<file path="src/inc/adc_seq_pkg.sv">
// Shared constants, encodings and carrier types of the acquisition sequencer
package adc_seq_pkg;

  // APB register byte offsets
  localparam logic [31:0] OFS_CTRL      = 32'h0000_0000;
  localparam logic [31:0] OFS_TIMING    = 32'h0000_0004;
  localparam logic [31:0] OFS_RESULT    = 32'h0000_0008;
  localparam logic [31:0] OFS_IRQ_STAT  = 32'h0000_000C;
  localparam logic [31:0] OFS_IRQ_MASK  = 32'h0000_0010;

  // Field positions
  localparam int CTRL_START_BIT = 0;
  localparam int CTRL_EN_BIT    = 1;
  localparam int TIM_CLK_LSB    = 0;
  localparam int TIM_ACQ_LSB    = 3;
  localparam int IRQ_DONE_BIT   = 0;

  // Reset values
  localparam logic [2:0]  CLK_SEL_RST = 3'h0;
  localparam logic [2:0]  ACQ_SEL_RST = 3'h0;
  localparam logic [9:0]  RESULT_RST  = 10'h000;
  localparam logic [31:0] RDATA_RST   = 32'h0000_0000;

  // Conversion clock select encodings
  localparam logic [2:0] CLK_DIV2   = 3'h0;
  localparam logic [1:0] CLK_RC_LOW = 2'h3;

  // Acquisition select value meaning no programmed delay
  localparam logic [2:0] ACQ_NONE = 3'h0;

  // Sequencing counts in conversion-bit periods, and the first SAR trial bit
  localparam logic [4:0] CONV_LAST   = 5'h0A;
  localparam logic [4:0] POST_WAIT   = 5'h02;
  localparam logic [9:0] SAR_MSB     = 10'h200;

  // One instruction cycle is four oscillator periods
  localparam int        TCY_OSC    = 4;
  localparam logic [2:0] TCY_CLKS  = 3'(TCY_OSC);

  // Sequencer states, one-hot
  typedef enum logic [3:0] {
    ST_SAMPLE = 4'h1,
    ST_ACQ    = 4'h2,
    ST_CONV   = 4'h4,
    ST_WAIT   = 4'h8
  } seq_state_type;

  // Acquisition periods per select code
  function automatic logic [4:0] acq_periods(input logic [2:0] sel);
    logic [4:0] p;
    p = 5'h00;
    unique case (sel)
      3'h0: p = 5'h00;
      3'h1: p = 5'h02;
      3'h2: p = 5'h04;
      3'h3: p = 5'h06;
      3'h4: p = 5'h08;
      3'h5: p = 5'h0C;
      3'h6: p = 5'h10;
      3'h7: p = 5'h14;
    endcase
    return p;
  endfunction

  // Oscillator periods per bit period, minus one; RC codes unused here
  function automatic logic [5:0] div_limit(input logic [2:0] sel);
    logic [5:0] d;
    d = 6'h01;
    unique case (sel)
      3'h0: d = 6'h01;
      3'h4: d = 6'h03;
      3'h1: d = 6'h07;
      3'h5: d = 6'h0F;
      3'h2: d = 6'h1F;
      3'h6: d = 6'h3F;
      default: d = 6'h01;
    endcase
    return d;
  endfunction

  // State of the bit-period generator
  typedef struct packed {
    logic [5:0] cnt;
    logic [2:0] delay;
    logic       tick;
  } tick_regs_type;

  // State of the sequencer and its register file
  typedef struct packed {
    seq_state_type state;
    logic          enable;
    logic          start;
    logic [2:0]    clkSel;
    logic [2:0]    acqSel;
    logic [4:0]    cnt;
    logic [9:0]    sar;
    logic [9:0]    trial;
    logic [9:0]    result;
    logic          doneFlag;
    logic          doneMask;
    logic          irq;
    logic          hold;
    logic [31:0]   rdata;
    logic          slverr;
    logic          ready;
  } seq_regs_type;

endpackage

</file>
<file path="src/design/adc_acquisition_sequencer.sv">
// Successive-approximation converter sequencer with APB registers and interrupt
`timescale 1ns/100ps
module adc_acquisition_sequencer
  import adc_seq_pkg::*;
(
  input  wire logic        clk,
  input  wire logic        reset_n,
  input  wire logic        psel,
  input  wire logic        penable,
  input  wire logic        pwrite,
  input  wire logic [31:0] paddr,
  input  wire logic [31:0] pwdata,
  output logic [31:0]      prdata,
  output logic             pready,
  output logic             pslverr,
  input  wire logic        rcTick,
  input  wire logic        compIn,
  output logic [9:0]       dacCode,
  output logic             holdSample,
  output logic             irq
);

  logic         rstMeta;
  logic         rstN;
  seq_regs_type seqReg;
  seq_regs_type seqNext;
  logic         tick;
  logic         run;
  logic         setup;
  logic         wrAccess;
  logic         setDone;
  logic         clrDone;
  logic [9:0]   sarKeep;

  // Reset release through two flops; assertion stays asynchronous
  always_ff @(posedge clk or negedge reset_n) begin
    if (!reset_n) begin
      rstMeta <= 1'b0;
      rstN    <= 1'b0;
    end else begin
      rstMeta <= 1'b1;
      rstN    <= rstMeta;
    end
  end

  // Bit-period timing runs only outside the sampling state
  assign run = (seqReg.state != ST_SAMPLE);

  adc_tick_gen tickGen (
    .clk    (clk),
    .rstN   (rstN),
    .run    (run),
    .clkSel (seqReg.clkSel),
    .rcTick (rcTick),
    .tick   (tick)
  );

  assign setup    = psel && !penable;
  assign wrAccess = psel && penable && pwrite;

  // Sequencer, APB decode and interrupt in one next-state process
  always_comb begin
    seqNext = seqReg;
    setDone = 1'b0;
    clrDone = 1'b0;
    sarKeep = compIn ? seqReg.sar : (seqReg.sar & ~seqReg.trial);

    unique case (seqReg.state)
      ST_SAMPLE: begin
        if (seqReg.start && seqReg.enable) begin
          if (seqReg.acqSel == ACQ_NONE) begin
            seqNext.state = ST_CONV;
            seqNext.cnt   = 5'h00;
            seqNext.sar   = SAR_MSB;
            seqNext.trial = SAR_MSB;
          end else begin
            seqNext.state = ST_ACQ;
            seqNext.cnt   = acq_periods(seqReg.acqSel);
          end
        end
      end
      ST_ACQ: begin
        if (tick) begin
          if (seqReg.cnt == 5'h01) begin
            seqNext.state = ST_CONV;
            seqNext.cnt   = 5'h00;
            seqNext.sar   = SAR_MSB;
            seqNext.trial = SAR_MSB;
          end else begin
            seqNext.cnt = seqReg.cnt - 5'h01;
          end
        end
      end
      ST_CONV: begin
        if (tick) begin
          if (seqReg.cnt == CONV_LAST) begin
            // Eleventh period transfers the result
            seqNext.result = seqReg.sar;
            seqNext.start  = 1'b0;
            setDone        = 1'b1;
            seqNext.state  = ST_WAIT;
            seqNext.cnt    = 5'h00;
          end else begin
            // Keep or drop the trial bit, then try the next lower one
            seqNext.sar   = sarKeep | (seqReg.trial >> 1);
            seqNext.trial = seqReg.trial >> 1;
            seqNext.cnt   = seqReg.cnt + 5'h01;
          end
        end
      end
      ST_WAIT: begin
        if (tick) begin
          if (seqReg.cnt == POST_WAIT - 5'h01) begin
            seqNext.state = ST_SAMPLE;
          end else begin
            seqNext.cnt = seqReg.cnt + 5'h01;
          end
        end
      end
    endcase

    // Register writes take effect at the access edge
    if (wrAccess) begin
      unique case (paddr)
        OFS_CTRL: begin
          seqNext.enable = pwdata[CTRL_EN_BIT];
          seqNext.start  = pwdata[CTRL_START_BIT] && pwdata[CTRL_EN_BIT];
          // Clearing start mid-flight aborts; result stays as it was
          if (!pwdata[CTRL_START_BIT] &&
              (seqReg.state == ST_ACQ || seqReg.state == ST_CONV)) begin
            seqNext.state  = ST_WAIT;
            seqNext.cnt    = 5'h00;
            seqNext.result = seqReg.result;
          end
          if (!pwdata[CTRL_EN_BIT]) begin
            seqNext.state = ST_SAMPLE;
          end
        end
        OFS_TIMING: begin
          seqNext.clkSel = pwdata[TIM_CLK_LSB +: 3];
          seqNext.acqSel = pwdata[TIM_ACQ_LSB +: 3];
        end
        OFS_IRQ_STAT: begin
          clrDone = pwdata[IRQ_DONE_BIT];
        end
        OFS_IRQ_MASK: begin
          seqNext.doneMask = pwdata[IRQ_DONE_BIT];
        end
        default: begin
        end
      endcase
    end

    // Hardware set wins over a software clear in the same cycle
    seqNext.doneFlag = (seqReg.doneFlag && !clrDone) || setDone;
    seqNext.irq      = seqNext.doneFlag && seqNext.doneMask;
    seqNext.hold     = (seqNext.state == ST_CONV) || (seqNext.state == ST_WAIT);

    // Read data and error are prepared in the setup cycle
    seqNext.ready = 1'b1;
    if (setup) begin
      seqNext.rdata  = RDATA_RST;
      seqNext.slverr = 1'b0;
      unique case (paddr)
        OFS_CTRL: begin
          seqNext.rdata[CTRL_START_BIT] = seqReg.start;
          seqNext.rdata[CTRL_EN_BIT]    = seqReg.enable;
        end
        OFS_TIMING: begin
          seqNext.rdata[TIM_CLK_LSB +: 3] = seqReg.clkSel;
          seqNext.rdata[TIM_ACQ_LSB +: 3] = seqReg.acqSel;
        end
        OFS_RESULT:   seqNext.rdata[9:0]          = seqReg.result;
        OFS_IRQ_STAT: seqNext.rdata[IRQ_DONE_BIT] = seqReg.doneFlag;
        OFS_IRQ_MASK: seqNext.rdata[IRQ_DONE_BIT] = seqReg.doneMask;
        default: begin
          seqNext.slverr = 1'b1;
        end
      endcase
    end
  end

  // State register
  always_ff @(posedge clk or negedge rstN) begin
    if (!rstN) begin
      seqReg        <= '0;
      seqReg.state  <= ST_SAMPLE;
      seqReg.clkSel <= CLK_SEL_RST;
      seqReg.acqSel <= ACQ_SEL_RST;
      seqReg.result <= RESULT_RST;
      seqReg.rdata  <= RDATA_RST;
    end else begin
      seqReg <= seqNext;
    end
  end

  // Outputs straight from the state register
  assign prdata     = seqReg.rdata;
  assign pready     = seqReg.ready;
  assign pslverr    = seqReg.slverr;
  assign dacCode    = seqReg.sar;
  assign holdSample = seqReg.hold;
  assign irq        = seqReg.irq;

  // Bit periods seen inside a conversion, for checking only
  logic [4:0] convTicks;
  always_ff @(posedge clk or negedge rstN) begin
    if (!rstN) begin
      convTicks <= 5'h00;
    end else if (seqReg.state != ST_CONV) begin
      convTicks <= 5'h00;
    end else if (tick) begin
      convTicks <= convTicks + 5'h01;
    end
  end

  a_hold_in_conv: assert property (@(posedge clk) disable iff (!rstN)
    (seqReg.state == ST_CONV) |-> holdSample)
    else $error("hold capacitor connected during conversion");

  a_zero_acq_start: assert property (@(posedge clk) disable iff (!rstN)
    (seqReg.state == ST_SAMPLE && seqReg.start && seqReg.enable &&
     seqReg.acqSel == ACQ_NONE && !wrAccess)
    |=> (seqReg.state == ST_CONV && seqReg.sar == SAR_MSB))
    else $error("zero acquisition start did not convert at once");

  a_acq_load: assert property (@(posedge clk) disable iff (!rstN)
    (seqReg.state == ST_SAMPLE && seqReg.start && seqReg.enable &&
     seqReg.acqSel != ACQ_NONE && !wrAccess)
    |=> (seqReg.state == ST_ACQ && seqReg.cnt == acq_periods($past(seqReg.acqSel))))
    else $error("programmed acquisition length wrong");

  a_acq_then_conv: assert property (@(posedge clk) disable iff (!rstN)
    (seqReg.state == ST_ACQ && tick && seqReg.cnt == 5'h01 && !wrAccess)
    |=> (seqReg.state == ST_CONV && seqReg.start))
    else $error("acquisition did not roll into conversion");

  a_done_effects: assert property (@(posedge clk) disable iff (!rstN)
    (seqReg.state == ST_CONV && tick && seqReg.cnt == CONV_LAST && !wrAccess)
    |=> (!seqReg.start && seqReg.doneFlag && seqReg.state == ST_WAIT &&
         seqReg.result == $past(seqReg.sar)))
    else $error("completion did not clear start, flag done and load result");

  a_start_busy: assert property (@(posedge clk) disable iff (!rstN)
    ((seqReg.state == ST_ACQ || seqReg.state == ST_CONV) && !$past(wrAccess))
    |-> seqReg.start)
    else $error("start bit dropped while busy");

  a_conv_len: assert property (@(posedge clk) disable iff (!rstN)
    (seqReg.state == ST_CONV && tick && seqReg.cnt == CONV_LAST)
    |-> (convTicks == CONV_LAST))
    else $error("conversion length is not eleven bit periods");

  a_wait_two: assert property (@(posedge clk) disable iff (!rstN)
    ($rose(seqReg.state == ST_WAIT)) |-> (seqReg.state != ST_SAMPLE) [*2])
    else $error("acquisition resumed too soon after conversion");

  a_irq_level: assert property (@(posedge clk) disable iff (!rstN)
    (seqReg.doneFlag && seqReg.doneMask) |-> irq)
    else $error("unmasked done flag without interrupt");

  c_zero_acq: cover property (@(posedge clk) disable iff (!rstN)
    (seqReg.state == ST_SAMPLE && seqReg.start) ##1 (seqReg.state == ST_CONV));
  c_prog_acq: cover property (@(posedge clk) disable iff (!rstN)
    (seqReg.state == ST_ACQ) ##1 (seqReg.state == ST_CONV));
  c_abort: cover property (@(posedge clk) disable iff (!rstN)
    (seqReg.state == ST_CONV) ##1 (seqReg.state == ST_WAIT && !seqReg.doneFlag));
  c_irq: cover property (@(posedge clk) disable iff (!rstN) $rose(irq));

endmodule

</file>
<file path="src/design/adc_tick_gen.sv">
// Conversion-bit period tick generator from the oscillator or the RC clock
`timescale 1ns/100ps
module adc_tick_gen
  import adc_seq_pkg::*;
(
  input  wire logic       clk,
  input  wire logic       rstN,
  input  wire logic       run,
  input  wire logic [2:0] clkSel,
  input  wire logic       rcTick,
  output logic            tick
);

  tick_regs_type tickReg;
  tick_regs_type tickNext;
  logic          rcSel;

  assign rcSel = (clkSel[1:0] == CLK_RC_LOW);

  // Divider idles at zero so each run starts a full period
  always_comb begin
    tickNext      = tickReg;
    tickNext.tick = 1'b0;
    if (!run) begin
      tickNext.cnt   = 6'h00;
      tickNext.delay = TCY_CLKS;
    end else if (rcSel) begin
      // Hold the RC clock off one instruction cycle, time to enter sleep
      if (tickReg.delay != 3'h0) begin
        tickNext.delay = tickReg.delay - 3'h1;
      end else begin
        tickNext.tick = rcTick;
      end
    end else if (tickReg.cnt == div_limit(clkSel)) begin
      tickNext.cnt  = 6'h00;
      tickNext.tick = 1'b1;
    end else begin
      tickNext.cnt = tickReg.cnt + 6'h01;
    end
  end

  // State register
  always_ff @(posedge clk or negedge rstN) begin
    if (!rstN) begin
      tickReg <= '0;
    end else begin
      tickReg <= tickNext;
    end
  end

  assign tick = tickReg.tick;

  // Divide by two gives a tick every second cycle
  a_div_two: assert property (@(posedge clk) disable iff (!rstN)
    (run && clkSel == CLK_DIV2 && tick) ##1 (run && clkSel == CLK_DIV2)
    |-> !tick ##1 (tick || !run || clkSel != CLK_DIV2))
    else $error("bit period tick spacing wrong for divide by two");

  // RC clock gives no tick during the first instruction cycle
  a_rc_delay: assert property (@(posedge clk) disable iff (!rstN)
    ($rose(run) && rcSel) |-> !tick [*4])
    else $error("rc clock started before the instruction cycle delay");

endmodule

</file>
<file path="config.mk">
export PLATFORM = sky130hd
export DESIGN_NAME = adc_acquisition_sequencer
export DESIGN_NICKNAME = d
export VERILOG_FILES = /design/src/inc/adc_seq_pkg.sv /design/src/design/adc_acquisition_sequencer.sv /design/src/design/adc_tick_gen.sv
export SDC_FILE = /design/constraint.sdc
export NUM_CORES = 1
export LEC_CHECK = 0
export BUFFER_PORTS_ARGS = -buffer_cell sky130_fd_sc_hd__buf_2
export CAP_MARGIN = 5
export CORE_MARGIN = 2
export CORE_UTILIZATION = 48
export CTS_BUF_LIST = sky130_fd_sc_hd__clkbuf_4 sky130_fd_sc_hd__clkbuf_8 sky130_fd_sc_hd__clkbuf_16
export CTS_CLUSTER_DIAMETER = 50
export DETAILED_ROUTE_END_ITERATION = 12
export PLACE_DENSITY_LB_ADDON = 0.08
export SLEW_MARGIN = 10
export SYNTH_ARGS = -nofsm -noshare
export SYNTH_HDL_FRONTEND = slang
export SYNTH_HIERARCHICAL = 1
export SYNTH_SLANG_ARGS = --single-unit
</file>
<file path="constraint.sdc">
create_clock -name clk -period 2.2 [get_ports clk]
set_clock_uncertainty 0.15 [all_clocks]
set_input_delay 0.11 -clock clk [delete_from_list [all_inputs] [get_ports clk]]
set_output_delay 0.11 -clock clk [all_outputs]
set_load 0.01 [all_outputs]
</file>
# --- Word level (Yosys, flattened, before mapping) ---
# Memories as Yosys holds them, arrays and structs flattened.
# Index checks and enable logic that the tools add are counted.
totals:
  elab_cells: 144
  rom_bits: 32
  n_memories: 1
  out_inout_bits: 46
  inputBits: 71
  reg_bits: 75
memory_table:
  columns: ["memory", "depth", "word_bits", "rd", "rd_clocked_by_memory_dff", "write_ports", "line_no", "rtl"]
  rows:
  - ["(name not given)", 8, 4, 1, 0, 0, "adc_seq_pkg.sv:52", "unique case (sel)"]
op_classes:
  n_addsub: 4
  n_mux: 62
  reduce_logical: 23
  n_bitwise: 3
  eq_ne: 30
op_table:
  columns: ["operator", "count"]
  rows:
  - ["== test 32 x 4 -> 1 bit, second input constant", 2]
  - ["two-way mux 10 bit", 6]
  - ["two-way mux 20 bit", 3]
  - ["one-hot mux 20 bit (3 select lines)", 1]
  - ["two-way mux 25 bit", 2]
  - ["two-way mux 4 bit", 10]
  - ["two-way mux 6 bit", 6]
  - ["two-way mux 35 bit", 1]
  - ["two-way mux 5 bit", 7]
  - ["== test 32 x 3 -> 1 bit, second input constant", 1]
  - ["== test 32 x 5 -> 1 bit, second input constant", 1]
  - ["zero test 32 bit", 1]
  - ["one-hot mux 6 bit (5 select lines)", 1]
  - ["one-hot mux 5 bit (4 select lines)", 1]
  - ["two-way mux 17 bit", 1]
  - ["one-hot mux 4 bit (4 select lines)", 1]
  - ["two-way mux 1 bit", 15]
  - ["inequality test 2 bit, second input constant", 7]
  - ["AND 10 bit", 1]
  - ["NOT 10 bit", 1]
  - ["bitwise OR 10 x 9 -> 10 bit", 1]
  - ["== test 3 bit, second input constant", 3]
  - ["two-way mux 3 bit", 3]
  - ["two-way mux 9 bit", 1]
  - ["28 further kinds", 45]

# --- Depth between registers and ports, before layout ---
logic_depth:
  depth_word: 12
  mapped_depth: 9
  ltp_nobuf: 9

# --- Cells and area by module ---
# The synthesis kept the hierarchy.
by_module_without_submodules:
  columns: ["module", "seq_area_each_um2", "area_each_um2", "n_inst", "cells_per_inst"]
  rows:
  - ["adc_acquisition_sequencer", 1627.8, 3783.6, 1, 386]
  - ["adc_tick_gen", 250.2, 671.9, 1, 67]

# --- Least setup slack after synthesis ---
# Ideal clock, no wire load.
synth_timing:
  kind: "reg2reg"
  start: "register seqReg[81] (netlist name)"
  end: "register seqReg[56] (netlist name)"
  required_time_ns: 1.929
  setup_slack_ns: -0.137
  setup_time_ns: 0.121
  path_buffers: 1
  arrival_ns: 2.066
  synth_period_minus_slack_ns: 2.337
  stages_incl_launch_ff: 6
  path_cell_list: "dfstp_2 > or4b_1 > or3_1 > a221o_1 > buf_2 > a22o_1"
synth_between:
  elab_chain_cells: 3
  word_cells_on_any_way: 12
  classes_between: "9 x eq/ne; 1 x mux; 2 x reduce/logical"
synth_lines:
  columns: ["element", "line_no", "rtl"]
  rows:
  - ["start: declaration", "adc_acquisition_sequencer.sv:25", "seq_regs_type seqReg;"]
  - ["start signal: assignment", "adc_acquisition_sequencer.sv:193", "seqReg <= seqNext;"]
  - ["== test 4 x 3 -> 1 bit (tied with other cells)", "adc_acquisition_sequencer.sv:68", "unique case (seqReg.state)"]
  - ["inequality test 2 x 1 -> 1 bit (no source line) (tied with other cells)", null, null]
  - ["AND reduction 7 bit (no source line)", null, null]
# Several ways; a longest one is shown, not always the timed one.
# A chain may end at the register's enable or synchronous reset.

# --- Final worst setup path ---
# Ends and elaborated chain as after synthesis.

==> impl_metrics.py <==
metrics = {
    "power": {
        "p_switching_mw": 0.677,
        "power_per_cell_area_nw_per_um2": 496,
        "p_leak_nw": 2.66,
        "p_seq_frac": 0.497,
        "switching_share": 0.244,
        "power.internal_mw": 2.10,
        "vdd_drop_max_v": 0.000350,
        "p_comb_frac": 0.056,
        "clkPwrFrac": 0.447,
    },
    "clocking": {
        "root_buffer": "clkbuf_8",
        "max-clock-path-buffers": 2,
        "clock_sinks": 75,
        "tritoncts": "yes",
        "numCtsBuffers": 9,
        "clock_latency_ns": 0.36,
        "clkTransAtPathRegs_ns": 0.09,
        "h-tree-depth": 3,
    },
    "floorplanning": {
        "rows": 35,
        "fp.dieW_um": 100,
        "io_pins": 117,
        "core_um2": 9110,
        "start_util": 0.489,
        "fp.dieH_um": 100,
        "die_area_um2": 10100,
    },
    "grt": {
        "first_global_vias": 3550,
        "grt_util_all_layers": 0.215,
        "grt_overflow": 0,
        "antenna_found_initial": 0,
        "grt_max_degree": 74,
        "grt_pass1_wl_um": 16900,
    },
    "logic_synthesis": {
        "yosysMostFrequentCell": "dfrtp_1",
        "synth_top_area_cell": "dfrtp_1",
        "ys_ff_latch": 75,
        "yosysUniqueCellTypes": 65,
        "netlist_top_cells_area": "dfrtp_1, buf_4, mux2_2",
        "ys_seq_area_frac": 0.422,
        "synth_commonest_cells": "dfrtp_1, nand2_1, buf_4",
        "yosysWarnings": 6,
        "synth_cells": 453,
        "syn_area_um2": 4460,
        "synth_ff_type": "dfrtp_1",
        "postSynth.asyncResetShare": 1.00,
        "syn_avg_cell_area_um2": 9.84,
        "synth_top_area_frac": 0.416,
        "synth_edf_count": 0,
    },
    "timing": {
        "worst_pin_slew_ns": 0.502,
        "max_slew_margin": 0.662,
        "drv_slew": 0,
        "min_period_ns": 2.30,
        "setup_viol": 11,
        "hold_viol": 0,
        "rsz0062_at_grt": "true",
        "fin_tns_setup_ns": -0.687,
        "min_period_over_period": 1.04,
        "fin_ws_ns": -0.0952,
        "fmax_mhz": 436,
    },
    "route": {
        "drt-vias-per-instance": 5.37,
        "routedWlPerCell_um": 15.7,
        "routed_wl_um": 10800,
        "drt_pass1_iterations": 4,
        "num_vias": 3676,
        "drtAntennaViolNets": 0,
        "drtIter0Drc": 150,
        "drc": 0,
    },
    "setup_path": {
        "r2r_end": "seqReg[56]",
        "worstPathArrival_ns": 2.40,
        "worst-setup-path-type": "flop to flop",
        "rrSetupSlack_ns": -0.1,
        "critPathRequiredTime_ns": 2.31,
        "worstRegToRegCells": 5,
        "r2r-start": "seqReg[81]",
        "cp-end-kind": "flop",
        "startpoint_type": "flop",
        "cp_max_fo": 20,
    },
    "place": {
        "dp_cells": 650,
        "pre_cts_ws_ns": -0.117,
        "gp_congestion": 0.874,
        "numPortBuffers": 68,
        "dp_hpwl_um": 7800,
    },
    "run_status": {
        "outcome": "finished with violations",
        "violations": "setup timing",
    },
    "layout": {
        "drive_gt1_frac": 0.364,
        "area_delta_synth_final_pct": 25.8,
        "final-instance-count-excl-fill": 685,
        "diodes": 0,
        "final_nets": 653,
    },
    "min_path": {
        "hold_path_startpoint": "psel",
        "hold_end": "pslverr",
        "min_path_cells": 3,
        "hold_path_class": "input port to flop",
    },
    "run": {
        "cap_viol_max_count": 0,
    },
}
## metal layers
| metal | track usage | share of wire | routed length (um) |
|---|---|---|---|
| met5 | 0 | 0 | 0 |
| met4 | 0.0590 | 0.011 | 123 |
| met3 | 0.0369 | 0.038 | 414 |
| met2 | 0.357 | 0.48 | 5190 |
| met1 | 0.291 | 0.47 | 5050 |
## flip-flops by register name, indices dropped and copies added, names as in the netlist
name and count:
prdata 10, pready 1, seqReg 39, pslverr 1
rstMeta 1, dacCode 10, tickGen/tickReg 9, irq 1
rstN 1, tickGen/tick 1, holdSample 1
## critical path, stage by stage (launching register included)
cell and delay, ns:
dfstp_2 0.53, or4b_4 0.45, or3_4 0.34, a221o_1 0.34, buf_12 0.16, a22o_1 0.22
## cells in the final DEF, fill, tap and decap left out, types with 9 or more instances in the layout
cell	synthesis	final
o21ai_1	3	11
dfrtp_1	74	73
nor2_1	22	22
inv_1	12	11
buf_4	42	58
mux2_2	21	21
nand2_1	57	57
a21oi_1	26	25
ha_1	13	11
buf_2	7	68
a22o_1	14	14
dlygate4sd3_1	0	13
conb_1	2	24
nand3_1	12	11
clkbuf_8	0	9
## final cells by class
| class | instances | area (um2) |
|---|---|---|
| flip-flops and latches | 75 | 1880 |
| clock buffers | 9 | 124 |
| clock inverters | 7 | 105 |
| inverters | 14 | 52.6 |
| well taps | 111 | 139 |
| repair buffers | 143 | 968 |
| multi-input cells | 326 | 2340 |
| fillers | 796 | 3500 |
## kinds of logic after synthesis
kind of cell | after synthesis | share of synthesized area
AOI/OAI and AO/OA | 96 | 0.151
xor gates and xnor gates | 12 | 0.0236
adders and majority gates | 13 | 0.0365
buffers and inverters | 74 | 0.0997
DFF | 75 | 0.422
muxes | 26 | 0.0646
other | 2 | 0.00169
and+or+nand+nor | 155 | 0.201
## what timing repair did
action,4_1_cts,5_1_grt
hold buffers,13,0
gates resized for setup,10,21
setup buffers,0,6
gates cloned,0,0
pin swaps,0,5
hold endpoints to repair,16,0
endpoints found under the setup margin,18,40
## per-stage QoR
stage	power (mW)	area [um2]	util	hold slack, ns
5_1_grt	2.88	5610	0.615	0.0640
4_1_cts	2.82	5450	0.598	0.0480
3_5_place_dp	1.55	5080	0.557	-0.253
2_1_floorplan	1.50	4550	-	-0.336
6_report	2.78	5610	0.615	0.0653
3_3_place_gp	1.55	5080	0.557	-0.255
## worst max path at each step
stage / depth (start not counted) / startpoint / slack (ns) / endpoint
after floorplan: 6 / seqReg[81] / -0.07 / dacCode[8]
after global placement: 5 / seqReg[81] / -0.08 / seqReg[56]
after detailed placement: 6 / seqReg[81] / -0.12 / dacCode[6]
after CTS: 5 / seqReg[81] / -0.10 / seqReg[56]
after global routing: 5 / seqReg[81] / -0.17 / seqReg[56]
final: 5 / seqReg[81] / -0.1 / seqReg[56]
## power groups by stage
| stage | logic (mW) | registers [mW] | clock network (mW) |
|---|---|---|---|
| final | 0.156 | 1.38 | 1.24 |
| after global routing | 0.174 | 1.38 | 1.33 |
| after CTS | 0.158 | 1.38 | 1.28 |
| after detailed placement | 0.140 | 1.41 | 0 |
| after global placement | 0.137 | 1.41 | 0 |
| after floorplan | 0.0688 | 1.43 | 0 |
(Power assumes the default switching activity.)
